<file path="src/dspf_ireg_mem.sv">
/*
 Shared constants for the serial port framer, and the indirect register memory.
 Assumes one clock domain; reads return data one clock after the enable.
*/
`timescale 1ns/10ps
package dspf_pkg;
   localparam int CLK_HZ = 100000000;
   localparam int SCLK_HZ = 11000000;
   localparam int SCLK_DIV = CLK_HZ / SCLK_HZ;
   localparam int SLOT_BITS = 16;
   localparam int SLOTS = 12;
   localparam int FRAME_BITS = SLOT_BITS * SLOTS;
   localparam int NCH = 5;
   localparam int CW_CLEAR = 15;
   localparam int CW_VALID_LSB = 8;
   localparam int CW_ACTIVE = 7;
   localparam int CW_READ = 6;
   localparam int CH_CAPTURE = 4;
   localparam int CH_PLAYBACK = 3;
   localparam int IDX_BITS = 6;
   localparam logic [5:0] IDX_CTRL = 6'h21;
   localparam logic [5:0] IDX_MBOX0 = 6'h2a;
   localparam logic [5:0] IDX_MBOX1 = 6'h2b;
   localparam int R33_ICPT_LSB = 3;
   localparam logic [7:0] R33_RESET = 8'h00;
   localparam logic [3:0] ADDR_STATUS = 4'h0;
   localparam logic [3:0] ADDR_CONFIG = 4'h4;
   localparam logic [3:0] ADDR_IND_ADDR = 4'h8;
   localparam logic [3:0] ADDR_IND_DATA = 4'hc;
   localparam int CFG_MODEM = 0;
   localparam int CFG_CAPEQ = 1;
   localparam logic [1:0] CFG_RESET = 2'h0;
   typedef enum logic [2:0] {
      ST_PAD = 3'b001,
      ST_SYNC = 3'b010,
      ST_SLOTS = 3'b100
   } dspf_state_e;
endpackage : dspf_pkg

module dspf_ireg_mem #(
   parameter int AW = 6,
   parameter int DW = 16
) (
   input wire logic clk_i,
   input wire logic sys_rst_i,
   input wire logic we_i,
   input wire logic re_i,
   input wire logic [AW-1:0] addr_i,
   input wire logic [DW-1:0] wdata_i,
   output logic [DW-1:0] rdata_o
);
   logic [DW-1:0] mem [0:(2**AW)-1];

   always_ff @(posedge clk_i) begin
      if (we_i) begin
         mem[addr_i] <= wdata_i;
      end
   end

   always_ff @(posedge clk_i or posedge sys_rst_i) begin
      if (sys_rst_i) begin
         rdata_o <= '0;
      end else if (re_i) begin
         rdata_o <= mem[addr_i];
      end
   end
endmodule : dspf_ireg_mem

</file>
<file path="src/dspf_port_framer.sv">
/*
 Serial port framer: master of the sample/control port, with Avalon-MM registers.
 Assumes tx samples, valid, full and rate ticks come from logic on clk_i.
*/
// Local design decisions: the placing of the registers and the Avalon-MM register port.
// Summary of operation
// [RQ1] Slot 0 carries control in and status out; slot 1 carries indirect data.
// [RQ2] Slots 2-11 carry capture, playback, synth, port 1, port 0 pairs.
// [RQ3] Incoming slots 2-11 are dropped for pairs not in intercept mode.
// [RQ4] Every frame holds twelve slots of sixteen bits.
// [RQ5] Frame rate select in register 33 picks maximum or a channel rate.
// [RQ6] Slower rates pad idle clock periods after the slots, length varying.
// [RQ7] A channel whose rate equals frame rate shows valid and request at one.
// [RQ8] Five enables in register 33 turn on intercept per channel pair.
// [RQ9] Control word: clear, reserved, five valid-in flags, active, read, index.
// [RQ10] Each frame performs one indirect read or write at the given index.
// [RQ11] The active bit goes out to the power-down timer.
// [RQ12] Valid-in counts only with intercept on and a request last frame.
// [RQ13] Equal capture/playback rates let playback valid also validate capture.
// [RQ14] Modem mode takes capture from slot 3 only, copied to both channels.
// [RQ15] Partner drives reserved control bits as zero.
// [RQ16] Clear bit clears powerdown and config reset flags, else they hold.
// [RQ17] Status word: flags, valid-outs, mailboxes, request flags.
// [RQ18] Request is one when intercept is on and the input buffer not full.
// [RQ19] Mailbox flags follow last access to registers 42 and 43.
// [RQ20] Valid-out is one only when the slot pair carries valid samples.
// [RQ21] In modem mode capture valid-out covers slot 3 only.
// [RQ22] A 24-slot partner treats both halves as one identical frame.
// [RQ23] The device drives serial clock and frame sync.
// [RQ24] Bits launch after rising clock edges and are sampled on falling ones.
// [RQ25] Frame sync is one clock period high, one period before slot 0.
// [RQ26] Writes are refused while config reset is set, unless clear is sent.
// [RQ27] Slots shift most significant bit first, slot 0 right after sync.
// [RQ28] Control and slot 1 are acted on at the end of the frame.
`timescale 1ns/10ps
module dspf_port_framer #(
   parameter int SCLK_DIV = dspf_pkg::SCLK_DIV
) (
   input wire logic clk_i,
   input wire logic sys_rst_i,
   input wire logic [3:0] avs_address_i,
   input wire logic avs_read_i,
   input wire logic avs_write_i,
   input wire logic [31:0] avs_writedata_i,
   output logic [31:0] avs_readdata_o,
   output logic avs_waitrequest_o,
   input wire logic serial_in_pin_i,
   output logic serial_clk_o,
   output logic serial_out_pin_o,
   output logic frame_sync_pin_o,
   input wire logic [159:0] tx_sample_i,
   input wire logic [4:0] tx_valid_i,
   input wire logic [4:0] sub_full_i,
   input wire logic [4:0] rate_tick_i,
   input wire logic powerdown_i,
   input wire logic config_reset_cmd_i,
   output logic [159:0] sub_sample_o,
   output logic [4:0] sub_strobe_o,
   output logic port_active_o
);
   localparam int HIGH_CYC = (SCLK_DIV + 1) / 2;
   localparam logic [7:0] DIV_LAST = 8'(SCLK_DIV - 1);
   localparam logic [7:0] LAST_BIT = 8'(dspf_pkg::FRAME_BITS - 1);
   localparam logic [7:0] PRE_LAST = 8'(dspf_pkg::FRAME_BITS - 2);

   function automatic logic [15:0] tx_word(input logic [3:0] n, input logic [15:0] st,
                                           input logic [15:0] ind, input logic [159:0] smp);
      if (n == 4'h0) return st;
      else if (n == 4'h1) return ind;
      else return smp[16*(n-2) +: 16];
   endfunction : tx_word

   function automatic logic [15:0] rx_slot(input logic [191:0] f, input int n);
      return f[191-16*n -: 16];
   endfunction : rx_slot

   logic [7:0] div_cnt, next_div_cnt;
   logic rise_en, fall_en;
   logic [2:0] sdi_sync;
   logic sdi_q;
   dspf_pkg::dspf_state_e state;
   logic [7:0] bit_cnt;
   logic [14:0] tx_shift;
   logic [191:0] rx_frame;
   logic pending, go, go_taken, slot0_load, eof_pulse, eof_d;
   logic [4:0] eq_mask, icpt_en, req_sent, req_prev, next_req, acc;
   logic [2:0] rate_sel;
   logic [7:0] reg33;
   logic mb0, mb1, pdn_flag, cfg_flag;
   logic [1:0] cfg_bits;
   logic [5:0] ind_addr;
   logic [15:0] ind_rdata_q, view33, next_status, cw, mem_rdata;
   logic port_re, port_we, rd33;
   logic av_ph, av_go, av_fire, av_ind, av_re, av_we;
   logic mem_we, mem_re;
   logic [5:0] mem_addr;
   logic [15:0] mem_wdata;
   logic [31:0] av_value;

   assign rate_sel = reg33[2:0];
   assign icpt_en = reg33[dspf_pkg::R33_ICPT_LSB +: dspf_pkg::NCH];
   assign view33 = {6'h00, mb1, mb0, reg33};
   assign cw = rx_slot(rx_frame, 0); // [RQ9]

   // Serial clock divider; rise and fall enables mark the clock edges
   assign next_div_cnt = (div_cnt == DIV_LAST) ? 8'h00 : div_cnt + 8'h01;
   assign rise_en = (next_div_cnt == 8'h00);
   assign fall_en = (next_div_cnt == 8'(HIGH_CYC));

   always_ff @(posedge clk_i or posedge sys_rst_i) begin
      if (sys_rst_i) begin
         div_cnt <= 8'h00;
         serial_clk_o <= 1'b0;
      end else begin
         div_cnt <= next_div_cnt;
         serial_clk_o <= (next_div_cnt < 8'(HIGH_CYC)); // [RQ23]
      end
   end

   // Serial input synchroniser with agreement filter
   always_ff @(posedge clk_i or posedge sys_rst_i) begin
      if (sys_rst_i) begin
         sdi_sync <= 3'h0;
         sdi_q <= 1'b0;
      end else begin
         sdi_sync <= {sdi_sync[1:0], serial_in_pin_i};
         if (sdi_sync[1] == sdi_sync[2]) begin
            sdi_q <= sdi_sync[2];
         end
      end
   end

   // Rate matching
   always_comb begin
      for (int c = 0; c < dspf_pkg::NCH; c++) begin
         eq_mask[c] = (rate_sel == 3'(dspf_pkg::NCH - c)); // [RQ5]
      end
   end
   assign go = (eq_mask == 5'h00) || pending; // [RQ6]
   assign go_taken = rise_en && go &&
                     (state == dspf_pkg::ST_PAD ||
                      (state == dspf_pkg::ST_SLOTS && bit_cnt == PRE_LAST));
   assign slot0_load = rise_en && (state == dspf_pkg::ST_SYNC ||
                      (state == dspf_pkg::ST_SLOTS && bit_cnt == LAST_BIT && frame_sync_pin_o));
   assign eof_pulse = rise_en && state == dspf_pkg::ST_SLOTS && bit_cnt == LAST_BIT;

   always_ff @(posedge clk_i or posedge sys_rst_i) begin
      if (sys_rst_i) begin
         pending <= 1'b0;
      end else if ((rate_tick_i & eq_mask) != 5'h00) begin
         pending <= 1'b1;
      end else if (go_taken) begin
         pending <= 1'b0;
      end
   end

   assign next_req = eq_mask | (icpt_en & ~sub_full_i); // [RQ18] [RQ7]
   assign next_status = {pdn_flag, cfg_flag, 1'b0, tx_valid_i | eq_mask,
                         mb1, mb0, 1'b0, next_req}; // [RQ17] [RQ20] [RQ21] [RQ7]

   // Frame sequencer on serial clock rises
   always_ff @(posedge clk_i or posedge sys_rst_i) begin
      if (sys_rst_i) begin
         state <= dspf_pkg::ST_PAD;
         bit_cnt <= 8'h00;
         frame_sync_pin_o <= 1'b0;
         serial_out_pin_o <= 1'b0;
         tx_shift <= 15'h0000;
      end else if (rise_en) begin
         case (state)
            dspf_pkg::ST_PAD: begin
               if (go) begin
                  frame_sync_pin_o <= 1'b1; // [RQ25]
                  state <= dspf_pkg::ST_SYNC;
               end
            end
            dspf_pkg::ST_SYNC: begin
               frame_sync_pin_o <= 1'b0;
               state <= dspf_pkg::ST_SLOTS;
               bit_cnt <= 8'h00;
               {serial_out_pin_o, tx_shift} <= next_status; // [RQ1] [RQ27]
            end
            dspf_pkg::ST_SLOTS: begin
               if (bit_cnt == LAST_BIT) begin
                  frame_sync_pin_o <= 1'b0;
                  bit_cnt <= 8'h00;
                  if (frame_sync_pin_o) begin
                     {serial_out_pin_o, tx_shift} <= next_status; // [RQ4]
                  end else begin
                     state <= dspf_pkg::ST_PAD; // [RQ6]
                     serial_out_pin_o <= 1'b0;
                  end
               end else begin
                  if (bit_cnt == PRE_LAST) begin
                     frame_sync_pin_o <= go; // [RQ25]
                  end
                  bit_cnt <= bit_cnt + 8'h01;
                  if (bit_cnt[3:0] == 4'hf) begin
                     {serial_out_pin_o, tx_shift} <=
                        tx_word(bit_cnt[7:4] + 4'h1, next_status, ind_rdata_q, tx_sample_i); // [RQ2]
                  end else begin
                     serial_out_pin_o <= tx_shift[14]; // [RQ24]
                     tx_shift <= {tx_shift[13:0], 1'b0};
                  end
               end
            end
            default: state <= dspf_pkg::ST_PAD;
         endcase
      end
   end

   // Receive shift on falling edges
   always_ff @(posedge clk_i or posedge sys_rst_i) begin
      if (sys_rst_i) begin
         rx_frame <= '0;
      end else if (fall_en && state == dspf_pkg::ST_SLOTS) begin
         rx_frame <= {rx_frame[190:0], sdi_q}; // [RQ24] [RQ27]
      end
   end

   always_ff @(posedge clk_i or posedge sys_rst_i) begin
      if (sys_rst_i) begin
         req_sent <= 5'h00;
         req_prev <= 5'h00;
      end else if (slot0_load) begin
         req_sent <= next_req;
         req_prev <= req_sent;
      end
   end

   // End-of-frame control handling
   always_comb begin
      acc = icpt_en & req_prev & cw[dspf_pkg::CW_VALID_LSB +: dspf_pkg::NCH]; // [RQ12] [RQ3]
      if (cfg_bits[dspf_pkg::CFG_CAPEQ] && cw[dspf_pkg::CW_VALID_LSB + dspf_pkg::CH_PLAYBACK]) begin
         acc[dspf_pkg::CH_CAPTURE] = icpt_en[dspf_pkg::CH_CAPTURE] &
                                     req_prev[dspf_pkg::CH_CAPTURE]; // [RQ13]
      end
   end
   assign port_re = eof_pulse && cw[dspf_pkg::CW_READ]; // [RQ10] [RQ28]
   assign port_we = eof_pulse && !cw[dspf_pkg::CW_READ] &&
                    (!cfg_flag || cw[dspf_pkg::CW_CLEAR]); // [RQ26]

   always_ff @(posedge clk_i or posedge sys_rst_i) begin
      if (sys_rst_i) begin
         sub_sample_o <= '0;
         sub_strobe_o <= 5'h00;
         port_active_o <= 1'b0;
      end else begin
         sub_strobe_o <= eof_pulse ? acc : 5'h00;
         if (eof_pulse) begin
            port_active_o <= cw[dspf_pkg::CW_ACTIVE]; // [RQ11]
            for (int n = 2; n < dspf_pkg::SLOTS; n++) begin
               if (acc[dspf_pkg::NCH - 1 - (n - 2) / 2]) begin
                  sub_sample_o[16*(n-2) +: 16] <= rx_slot(rx_frame, n); // [RQ2]
               end
            end
            if (acc[dspf_pkg::CH_CAPTURE] && cfg_bits[dspf_pkg::CFG_MODEM]) begin
               sub_sample_o[15:0] <= rx_slot(rx_frame, 3); // [RQ14]
            end
         end
      end
   end

   // Status flags; a set wins over the clear
   always_ff @(posedge clk_i or posedge sys_rst_i) begin
      if (sys_rst_i) begin
         pdn_flag <= 1'b1;
         cfg_flag <= 1'b1;
      end else begin
         if (powerdown_i) pdn_flag <= 1'b1;
         else if (eof_pulse && cw[dspf_pkg::CW_CLEAR]) pdn_flag <= 1'b0; // [RQ16]
         if (config_reset_cmd_i) cfg_flag <= 1'b1;
         else if (eof_pulse && cw[dspf_pkg::CW_CLEAR]) cfg_flag <= 1'b0; // [RQ16]
      end
   end

   // Avalon slave: two-phase access, stalled on the frame-end cycle
   assign av_go = (avs_read_i || avs_write_i) && avs_waitrequest_o && !eof_pulse;
   assign av_fire = av_go && av_ph;
   assign av_ind = (avs_address_i == dspf_pkg::ADDR_IND_DATA) && ind_addr != dspf_pkg::IDX_CTRL;
   assign av_re = av_go && !av_ph && avs_read_i && av_ind;
   assign av_we = av_fire && avs_write_i && av_ind;

   always_comb begin
      case (avs_address_i)
         dspf_pkg::ADDR_STATUS:
            av_value = {22'h0, port_active_o, mb1, mb0, pdn_flag, cfg_flag, req_sent};
         dspf_pkg::ADDR_CONFIG: av_value = {30'h0, cfg_bits};
         dspf_pkg::ADDR_IND_ADDR: av_value = {26'h0, ind_addr};
         dspf_pkg::ADDR_IND_DATA:
            av_value = {16'h0, (ind_addr == dspf_pkg::IDX_CTRL) ? view33 : mem_rdata};
         default: av_value = 32'h0;
      endcase
   end

   always_ff @(posedge clk_i or posedge sys_rst_i) begin
      if (sys_rst_i) begin
         avs_waitrequest_o <= 1'b1;
         avs_readdata_o <= 32'h0;
         av_ph <= 1'b0;
      end else if (!avs_waitrequest_o) begin
         avs_waitrequest_o <= 1'b1;
      end else if (!av_go) begin
         av_ph <= 1'b0;
      end else if (!av_ph) begin
         av_ph <= 1'b1;
      end else begin
         av_ph <= 1'b0;
         avs_waitrequest_o <= 1'b0;
         avs_readdata_o <= avs_read_i ? av_value : 32'h0;
      end
   end

   always_ff @(posedge clk_i or posedge sys_rst_i) begin
      if (sys_rst_i) begin
         cfg_bits <= dspf_pkg::CFG_RESET;
         ind_addr <= 6'h00;
      end else if (av_fire && avs_write_i) begin
         if (avs_address_i == dspf_pkg::ADDR_CONFIG) cfg_bits <= avs_writedata_i[1:0];
         if (avs_address_i == dspf_pkg::ADDR_IND_ADDR) ind_addr <= avs_writedata_i[5:0];
      end
   end

   // Register 33 and mailboxes, reached from the port and from software
   always_ff @(posedge clk_i or posedge sys_rst_i) begin
      if (sys_rst_i) begin
         reg33 <= dspf_pkg::R33_RESET;
         mb0 <= 1'b0;
         mb1 <= 1'b0;
      end else if (eof_pulse) begin
         if (port_we && cw[5:0] == dspf_pkg::IDX_CTRL) reg33 <= mem_wdata[7:0]; // [RQ8]
         if ((port_we || port_re) && cw[5:0] == dspf_pkg::IDX_MBOX0) mb0 <= port_we; // [RQ19]
         if ((port_we || port_re) && cw[5:0] == dspf_pkg::IDX_MBOX1) mb1 <= port_we; // [RQ19]
      end else if (av_fire && avs_address_i == dspf_pkg::ADDR_IND_DATA) begin
         if (avs_write_i && ind_addr == dspf_pkg::IDX_CTRL) reg33 <= avs_writedata_i[7:0];
         if (ind_addr == dspf_pkg::IDX_MBOX0) mb0 <= avs_write_i; // [RQ19]
         if (ind_addr == dspf_pkg::IDX_MBOX1) mb1 <= avs_write_i; // [RQ19]
      end
   end

   // Port read result is returned in slot 1 of the following frame
   always_ff @(posedge clk_i or posedge sys_rst_i) begin
      if (sys_rst_i) begin
         eof_d <= 1'b0;
         rd33 <= 1'b0;
         ind_rdata_q <= 16'h0000;
      end else begin
         eof_d <= port_re;
         if (port_re) rd33 <= (cw[5:0] == dspf_pkg::IDX_CTRL);
         if (eof_d) ind_rdata_q <= rd33 ? view33 : mem_rdata; // [RQ10]
      end
   end

   assign mem_we = (port_we && cw[5:0] != dspf_pkg::IDX_CTRL) || av_we;
   assign mem_re = port_re || av_re;
   assign mem_addr = eof_pulse ? cw[5:0] : ind_addr;
   assign mem_wdata = eof_pulse ? rx_slot(rx_frame, 1) : avs_writedata_i[15:0];

   dspf_ireg_mem #(.AW(dspf_pkg::IDX_BITS), .DW(dspf_pkg::SLOT_BITS)) u_mem (
      .clk_i(clk_i),
      .sys_rst_i(sys_rst_i),
      .we_i(mem_we),
      .re_i(mem_re),
      .addr_i(mem_addr),
      .wdata_i(mem_wdata),
      .rdata_o(mem_rdata)
   );

   logic [9:0] chk_rises;
   always_ff @(posedge clk_i or posedge sys_rst_i) begin
      if (sys_rst_i) chk_rises <= 10'h000;
      else if (slot0_load) chk_rises <= 10'h000;
      else if (rise_en) chk_rises <= chk_rises + 10'h001;
   end
endmodule : dspf_port_framer

</file>
<file path="config.mk">
export PLATFORM = sky130hd
export DESIGN_NAME = dspf_port_framer
export DESIGN_NICKNAME = d
export VERILOG_FILES = /design/src/dspf_ireg_mem.sv /design/src/dspf_port_framer.sv
export SDC_FILE = /design/constraint.sdc
export NUM_CORES = 2
export LEC_CHECK = 0
export ABC_AREA = 0
export BUFFER_PORTS_ARGS = -buffer_cell sky130_fd_sc_hd__buf_2
export CAP_MARGIN = 5
export CORE_MARGIN = 2
export CORE_UTILIZATION = 40
export CTS_BUF_LIST = sky130_fd_sc_hd__clkbuf_4 sky130_fd_sc_hd__clkbuf_8 sky130_fd_sc_hd__clkbuf_16
export DETAILED_ROUTE_END_ITERATION = 10
export PLACE_DENSITY = 0.6
export RECOVER_POWER = 100
export SYNTH_ARGS = -nofsm -noshare
export SYNTH_HDL_FRONTEND = slang
export SYNTH_SLANG_ARGS = --single-unit
</file>
<file path="constraint.sdc">
create_clock -name clk_i -period 22.2 [get_ports clk_i]
set_input_delay 1.11 -clock clk_i [delete_from_list [all_inputs] [get_ports clk_i]]
set_output_delay 1.11 -clock clk_i [all_outputs]
set_load 0.05 [all_outputs]
</file>
# After elaboration in Yosys (flattened, before gate mapping)

Memories as Yosys holds them, arrays and structs flattened. A register that Yosys moved wholly into a read port is not among the register bits.
Index checks and enable logic that the tools add are counted.

Add/subtract/negate cells: 4
Equal/unequal tests: 34
Magnitude comparators: 1
Multiplexer cells: 54
Bitwise logic cells: 8
Shifts and indexed selects: 1
Reduce and logical (&&, ||, !) cells: 73

Operators by type and width:

| operator                                      | count |
|---|---|
| variable part select 160 x 33 -> 16 bit       | 1 |
| two-way mux 16 bit                            | 7 |
| one-hot mux 16 bit (4 select lines)           | 1 |
| two-way mux 8 bit                             | 6 |
| two-way mux 15 bit                            | 3 |
| == test 6 bit, second input constant          | 6 |
| two-way mux 32 bit                            | 1 |
| logical AND 1 bit                             | 30 |
| one-hot mux 15 bit (2 select lines)           | 1 |
| two-way mux 1 bit                             | 26 |
| AND 5 bit                                     | 4 |
| AND reduction 2 bit                           | 9 |
| nonzero test 2 bit                            | 9 |
| adder 8 x 1 -> 8 bit, second input constant   | 2 |
| == test 8 bit, second input constant          | 2 |
| one-hot mux 8 bit (2 select lines)            | 1 |
| AND reduction 3 bit                           | 5 |
| == test 4 bit, second input constant          | 3 |
| inequality test 6 bit, second input constant  | 2 |
| OR 5 bit                                      | 2 |
| == test 3 x 2 -> 1 bit, second input constant | 3 |
| == test 3 bit, second input constant          | 3 |
| two-way mux 3 bit                             | 3 |
| one-hot mux 3 bit (3 select lines)            | 1 |
| other kinds (27)                              | 44 |

Logic and storage cells: 210
Memories: 1
Register bits: 482
Bits in writable memories: 1024

Memory list:

| name      | depth | bits a word | rd ports | clocked after Yosys merged registers in | wr ports | line                | source |
|---|---|---|---|---|---|---|---|
| u_mem.mem | 64    | 16          | 1        | 1                                       | 1        | dspf_ireg_mem.sv:52 | `logic [DW-1:0] mem [0:(2**AW)-1];` |

# Longest topological paths before layout

Word-level depth: 13
Gate-level depth with buffers: 18
Mapped depth without buffers: 13

# Modules after synthesis

From an unflattened synthesis, not the netlist that was laid out.

Cell total of the unflattened synthesis: 3895
Area, all modules: 61899.4 um2

Modules (own cells, without submodules):

| module           | instances | sequential area each (um2) | cells each | area each (um2) |
|---|---|---|---|---|
| dspf_ireg_mem    | 1         | 31149.9                    | 2199       | 40442.5 |
| dspf_port_framer | 1         | 11666.2                    | 1696       | 21456.8 |

# Worst setup path before layout

Ideal clock, no wire load.

Path kind: register -> register
Start point: register bit_cnt[4]
End point: register serial_out_pin_o
Path slack: 17.839 ns
Setup time: 0.126 ns
Data arrival time: 4.235 ns
Cell stages (with the launch flop): 18
Data required time: 22.074 ns
Path through: dfrtp_1 > clkbuf_1 > buf_1 > clkbuf_1 > inv_1 > ha_1 > clkbuf_1 > inv_1 > ha_1 > xor2_1 > xnor2_1 > mux2_2 > a21oi_1 > o2bb2ai_1 > mux2i_1 > o21ai_0 > a221oi_1 > nor2_1

Cells in the longest elaborated chain, start to end: 8

RTL lines:

| element                                 | line                    | source |
|---|---|---|
| from (decl)                             | dspf_port_framer.sv:82  | `logic [7:0] bit_cnt;` |
| from (signal assigned)                  | dspf_port_framer.sv:197 | `bit_cnt <= bit_cnt + 8'h01;` |
| adder 4 x 1 -> 4 bit                    | dspf_port_framer.sv:200 | `tx_word(bit_cnt[7:4] + 4'h1, next_status, ind_rdata_q, tx_sample_i);` |
| subtractor 4 x 2 -> 5 bit               | dspf_port_framer.sv:70  | `else return smp[16*(n-2) +: 16];` |
| variable part select 160 x 33 -> 16 bit | dspf_port_framer.sv:70  |  |
| two-way mux 16 bit                      | dspf_port_framer.sv:69  | `else if (n == 4'h1) return ind;` |
| two-way mux 16 bit                      | dspf_port_framer.sv:68  | `if (n == 4'h0) return st;` |
| two-way mux 1 bit                       | dspf_port_framer.sv:198 | `if (bit_cnt[3:0] == 4'hf) begin` |
| two-way mux 1 bit (*)                   | dspf_port_framer.sv:184 | `if (bit_cnt == LAST_BIT) begin` |
| one-hot mux 1 bit (2 select lines) (*)  | dspf_port_framer.sv:170 | `case (state)` |
| to (signal assigned)                    | dspf_port_framer.sv:188 | `{serial_out_pin_o, tx_shift} <= next_status;` |
| to (signal assigned)                    | dspf_port_framer.sv:199 | `{serial_out_pin_o, tx_shift} <=` |
| to (signal assigned)                    | dspf_port_framer.sv:202 | `serial_out_pin_o <= tx_shift[14];` |
| to (decl)                               | dspf_port_framer.sv:49  | `output logic serial_out_pin_o,` |

Mark *: on every way between the ends. The rest lies on a longest branch, timed or not.
A chain may end at the register's enable or synchronous reset.

# Worst setup path after layout

Start point: register bit_cnt[4]
End point: register mb0

Cells in the longest elaborated chain, start to end: 8

RTL lines:

| element                                                                        | line                                             | source |
|---|---|---|
| == test 8 bit (*)                                                              | dspf_port_framer.sv:145                          | `assign eof_pulse = rise_en && state == dspf_pkg::ST_SLOTS && bit_cnt == LAST_BIT;` |
| logical AND 1 bit (*)                                                          | dspf_port_framer.sv:145                          |  |
| logical AND 1 bit or logical NOT 1 bit (tied branches)                         | dspf_port_framer.sv:240, dspf_port_framer.sv:278 |  |
| logical AND 1 bit, on equally long branches                                    | dspf_port_framer.sv:240, dspf_port_framer.sv:278 |  |
| logical OR 1 bit or logical AND 1 bit (tied branches)                          | dspf_port_framer.sv:332, dspf_port_framer.sv:279 |  |
| logical AND 1 bit, on equally long branches                                    | dspf_port_framer.sv:332, dspf_port_framer.sv:334 |  |
| inequality test 2 x 1 -> 1 bit (no line) or nonzero test 2 bit (tied branches) | --                                               |  |
| AND reduction 3 bit (no line)                                                  | --                                               |  |
| to (signal assigned)                                                           | dspf_port_framer.sv:332                          | `if ((port_we \|\| port_re) && cw[5:0] == dspf_pkg::IDX_MBOX0) mb0 <= port_we;` |
| to (signal assigned)                                                           | dspf_port_framer.sv:336                          | `if (ind_addr == dspf_pkg::IDX_MBOX0) mb0 <= avs_write_i;` |
| to (decl)                                                                      | dspf_port_framer.sv:89                           | `logic mb0, mb1, pdn_flag, cfg_flag;` |

Mark *: on every way between the ends. The rest lies on a longest branch, timed or not. The select of a mux whose other input is x is not followed.

==> reports/summary.txt <==
Result of the run = finished, violations left
Violations in the final reports = capacitance limit, slew limit
Slew HR = -574%
Most common cell after layout, fill and taps aside = sky130_fd_sc_hd__edfxtp_1
Synthesis-to-finish area growth = 14.3%
Maximum number of pins on one net before global-route repair = 181
Final setup margin = 8.25 ns
GRT overflow = 0
Boundary pin count = 420
Most used cells in the layout excluding fill and tap cells = sky130_fd_sc_hd__edfxtp_1, sky130_fd_sc_hd__dfrtp_1, sky130_fd_sc_hd__nand2_1
Cell count of the worst reg-to-reg path = 11
Initial core utilization = 40.2%
Start of the worst register-to-register path = bit_cnt[4]
Remaining design rule violation count = 0
Post-synthesis instance total = 4638
Vias/cell = 6.20
Post-placement setup slack = 14.82 ns
Data required time at the worst endpoint = 22.88 ns
LEAKAGE = 0.0264 uW
Final estimated routing congestion in global placement = 0.918
Count of final setup violators = 0
Final net count = 5228
Number of detailed-route iterations in the first pass = 9
Highest achievable clock rate = 0.0717 GHz
First-pass GRT wire length = 305 mm
Main synth FF type = sky130_fd_sc_hd__edfxtp_1
Die Ht = 403 um
Worst flop-to-flop path endpoint = mb0
Placed insts = 6916
Power density over the cells = 94.8 nW/um^2
Top area cells in the synthesized netlist = sky130_fd_sc_hd__edfxtp_1, sky130_fd_sc_hd__dfrtp_1, sky130_fd_sc_hd__mux2_2, sky130_fd_sc_hd__o21ai_0, sky130_fd_sc_hd__nand2_1
Number of slew-limit violations in the final report = 2732
Number of design-rule violations left by the first detailed-router iteration = 6349
Sink of the worst hold path = sdi_sync[1]
Max IR drop VDD = 75.0 uV
Slew at the pin closest to its max-slew limit = 10.11 ns
Number of fill cells = 14100
Clock Root Buffer = sky130_fd_sc_hd__clkbuf_16
Proportion of synthesized flip-flops having asynchronous set or reset = 32.0%
Worst setup path start = bit_cnt[4]
Crit path arrival time = 14.64 ns
Clock slew seen by the registers of the worst setup and hold paths = 0.06 ns
Deepest clock path buffer count = 3
Final Non-Filler Cells = 7201
Routed vias = 44600
CTS sink count = 1506
Clock latency on the worst-skew pair = 0.82 ns
Vias in the first global route = 42500
CTS tree = yes
Post-CTS repair timing setup buffer count = 0
Hold buffer count at CTS = 0
Std cell rows = 146
Synthesized cell area = 63700 sq um
TritonCTS Buffers = 156
Remaining antenna violation count after routing = 0
Sort of element at the start of the critical path = register
Antenna violations before repair = 24
Half-perimeter wire length after placement = 131 mm
Number of warnings issued by yosys = 0
CP Capture Type = register
Critical Setup Path Class = reg2reg
Distinct cells, synth = 87
Port Buf Inserts = 387
HP Class = reg2reg
CP max FO = 56
Core Footprint = 158000 sq um
Sequential area share after synthesis = 67.2%
Die ar. = 163000 sq um
Flop and latch count out of synthesis = 1506
Period minus WS final = 13.95 ns
Detail-routed net length per standard cell = 29.7 um
R2R Setup Slk = 8.25 ns
Worst clock skew on the final layout = 0.0437 ns
Most area-hungry cell type in the Yosys netlist = sky130_fd_sc_hd__edfxtp_1
Fraction of post-synthesis cell area in the top cell type by area = 48.2%
Share of post-route cells with drive strength above 1 = 20.3%
GRT Total Usage = 25.6%
Startpoint of the worst hold path = sdi_sync[0]
Routed wire length = 214 mm
Setup_tns = 0 ns
Count of flip-flops with a built-in enable after synthesis = 1024
Die width = 403 um
Average instance area after synthesis = 13.7 sq um
Period utilisation layout = 62.9%
H-tree levels = 4
RSZ-0062 raised after global routing = false
Number of gates given a new drive strength after cts = 0
Number of violations of the max-capacitance limit = 71
Hold-critical path depth = 0
Number of hold violations in the final report = 0
[kinds of logic after synthesis]
| logic type | after synthesis | share of synthesized area (%) |
|---|---|---|
| AO/OA/AOI/OAI | 1260 | 13.3 |
| XOR/XNOR | 12 | 0.165 |
| adder cells (fa/ha/maj) | 9 | 0.173 |
| buffers and inverters | 399 | 2.58 |
| flip-flops | 1506 | 67.2 |
| multiplexers | 531 | 9.94 |
| other | 1 | 0.00588 |
| AND/OR/NAND/NOR | 920 | 6.68 |
[synthesized netlist by cell type, drive strengths merged, types with 7 or more instances]
master and n:
edfxtp 1024, dfrtp 478, nand2 398, mux2 387, o21ai 350, clkbuf 271
a21oi 169, nand3 168, nor2 157, a22oi 153, a31oi 102, mux2i 101
buf 100, a2111oi 59, a21o 54, a311oi 49, mux4 43, o22ai 43
nand4 36, a221oi 35, nor3 35, o31ai 29, a22o 28, inv 27
and4 25, a222oi 23, o2111ai 21, o21a 19, nor2b 17, and3 16
o211ai 15, a41oi 14, o41ai 13, or2 13, a21boi 11, and2 11
nor4 11, o31a 11, a41o 10, a31o 8, ha 8, nand2b 8
a221o 7, nand3b 7, o32a 7
[how the worst max path moves through the flow]
stage | endpoint | slack [ns] | cells after the start
3_3_place_gp | u_mem.rdata_o[7] | 14.89 | 12
3_5_place_dp | u_mem.rdata_o[7] | 14.82 | 12
5_1_grt | mb0 | 7.82 | 11
6_report | mb0 | 8.25 | 11
4_1_cts | u_mem.rdata_o[7] | 14.80 | 12
2_1_floorplan | av_ph | 7.65 | 1
[worst max-delay path, cell delays in order, from the launching register on]
cell and delay, ns:
sky130_fd_sc_hd__dfrtp_1 2.28, sky130_fd_sc_hd__ha_1 0.54, sky130_fd_sc_hd__nand3b_1 0.35, sky130_fd_sc_hd__nor3_1 1.41, sky130_fd_sc_hd__and2_0 1.27, sky130_fd_sc_hd__nand3_1 1.63
sky130_fd_sc_hd__clkbuf_1 1.26, sky130_fd_sc_hd__clkbuf_1 1.24, sky130_fd_sc_hd__a21oi_1 0.42, sky130_fd_sc_hd__clkbuf_1 1.30, sky130_fd_sc_hd__nor2_1 1.33, sky130_fd_sc_hd__or2_2 0.65
[report_power, final]
part           switching [uW]  internal [uW]  total (uW)  leakage, uW
clock                    1140           1490        2630      0.00255
sequential               65.2           3040        3100       0.0157
combinational             848            328        1180      0.00815
total                    2050           4860        6910       0.0264
[layout make-up]
| class | instances | area, sq um | area share (%) |
|---|---|---|---|
| clock inverters | 65 | 716 | 0.982 |
| multi-input cells | 2764 | 19600 | 26.8 |
| well taps | 2072 | 2590 | 3.56 |
| flip-flops and latches | 1506 | 42800 | 58.7 |
| diodes | 10 | 25.0 | 0.0343 |
| clock buffers | 210 | 4430 | 6.07 |
| repair buffers | 546 | 2640 | 3.62 |
| inverters | 28 | 106 | 0.146 |
[registers in the layout (all words and copies together) (netlist names), 6 cells and up]
register / count
u_mem.rdata_o: 16
ind_rdata_q: 16
reg33: 8
tx_shift: 15
sub_sample_o: 160
rx_frame: 192
div_cnt: 8
ind_addr: 6
u_mem.mem: 1024
bit_cnt: 8
avs_readdata_o: 16
[per-stage QoR]
| stage | hold slack (ns) | util, % | instance area, sq um | power (uW) |
|---|---|---|---|---|
| global route | 0.359 | 46.0 | 72900 | 7080 |
| detailed placement | 0.335 | 43.2 | 68400 | 4290 |
| global placement | 0.339 | 43.2 | 68400 | 4280 |
| floorplan | 0.331 | - | 63900 | 3760 |
| finish | 0.348 | 46.0 | 72900 | 6910 |
| CTS | 0.341 | 46.4 | 73600 | 6900 |
[per-layer routing]
metal / global-route usage [%] / vias up / part of all wire (%)
met4: 11.7 / 8 / 5.0
met1: 33.4 / 22600 / 38
met3: 6.58 / 561 / 11
met2: 40.2 / 2744 / 46
li1: - / 18800 / -
met5: 0 / - / 0.028
Power figures use the tool's default switching activity.
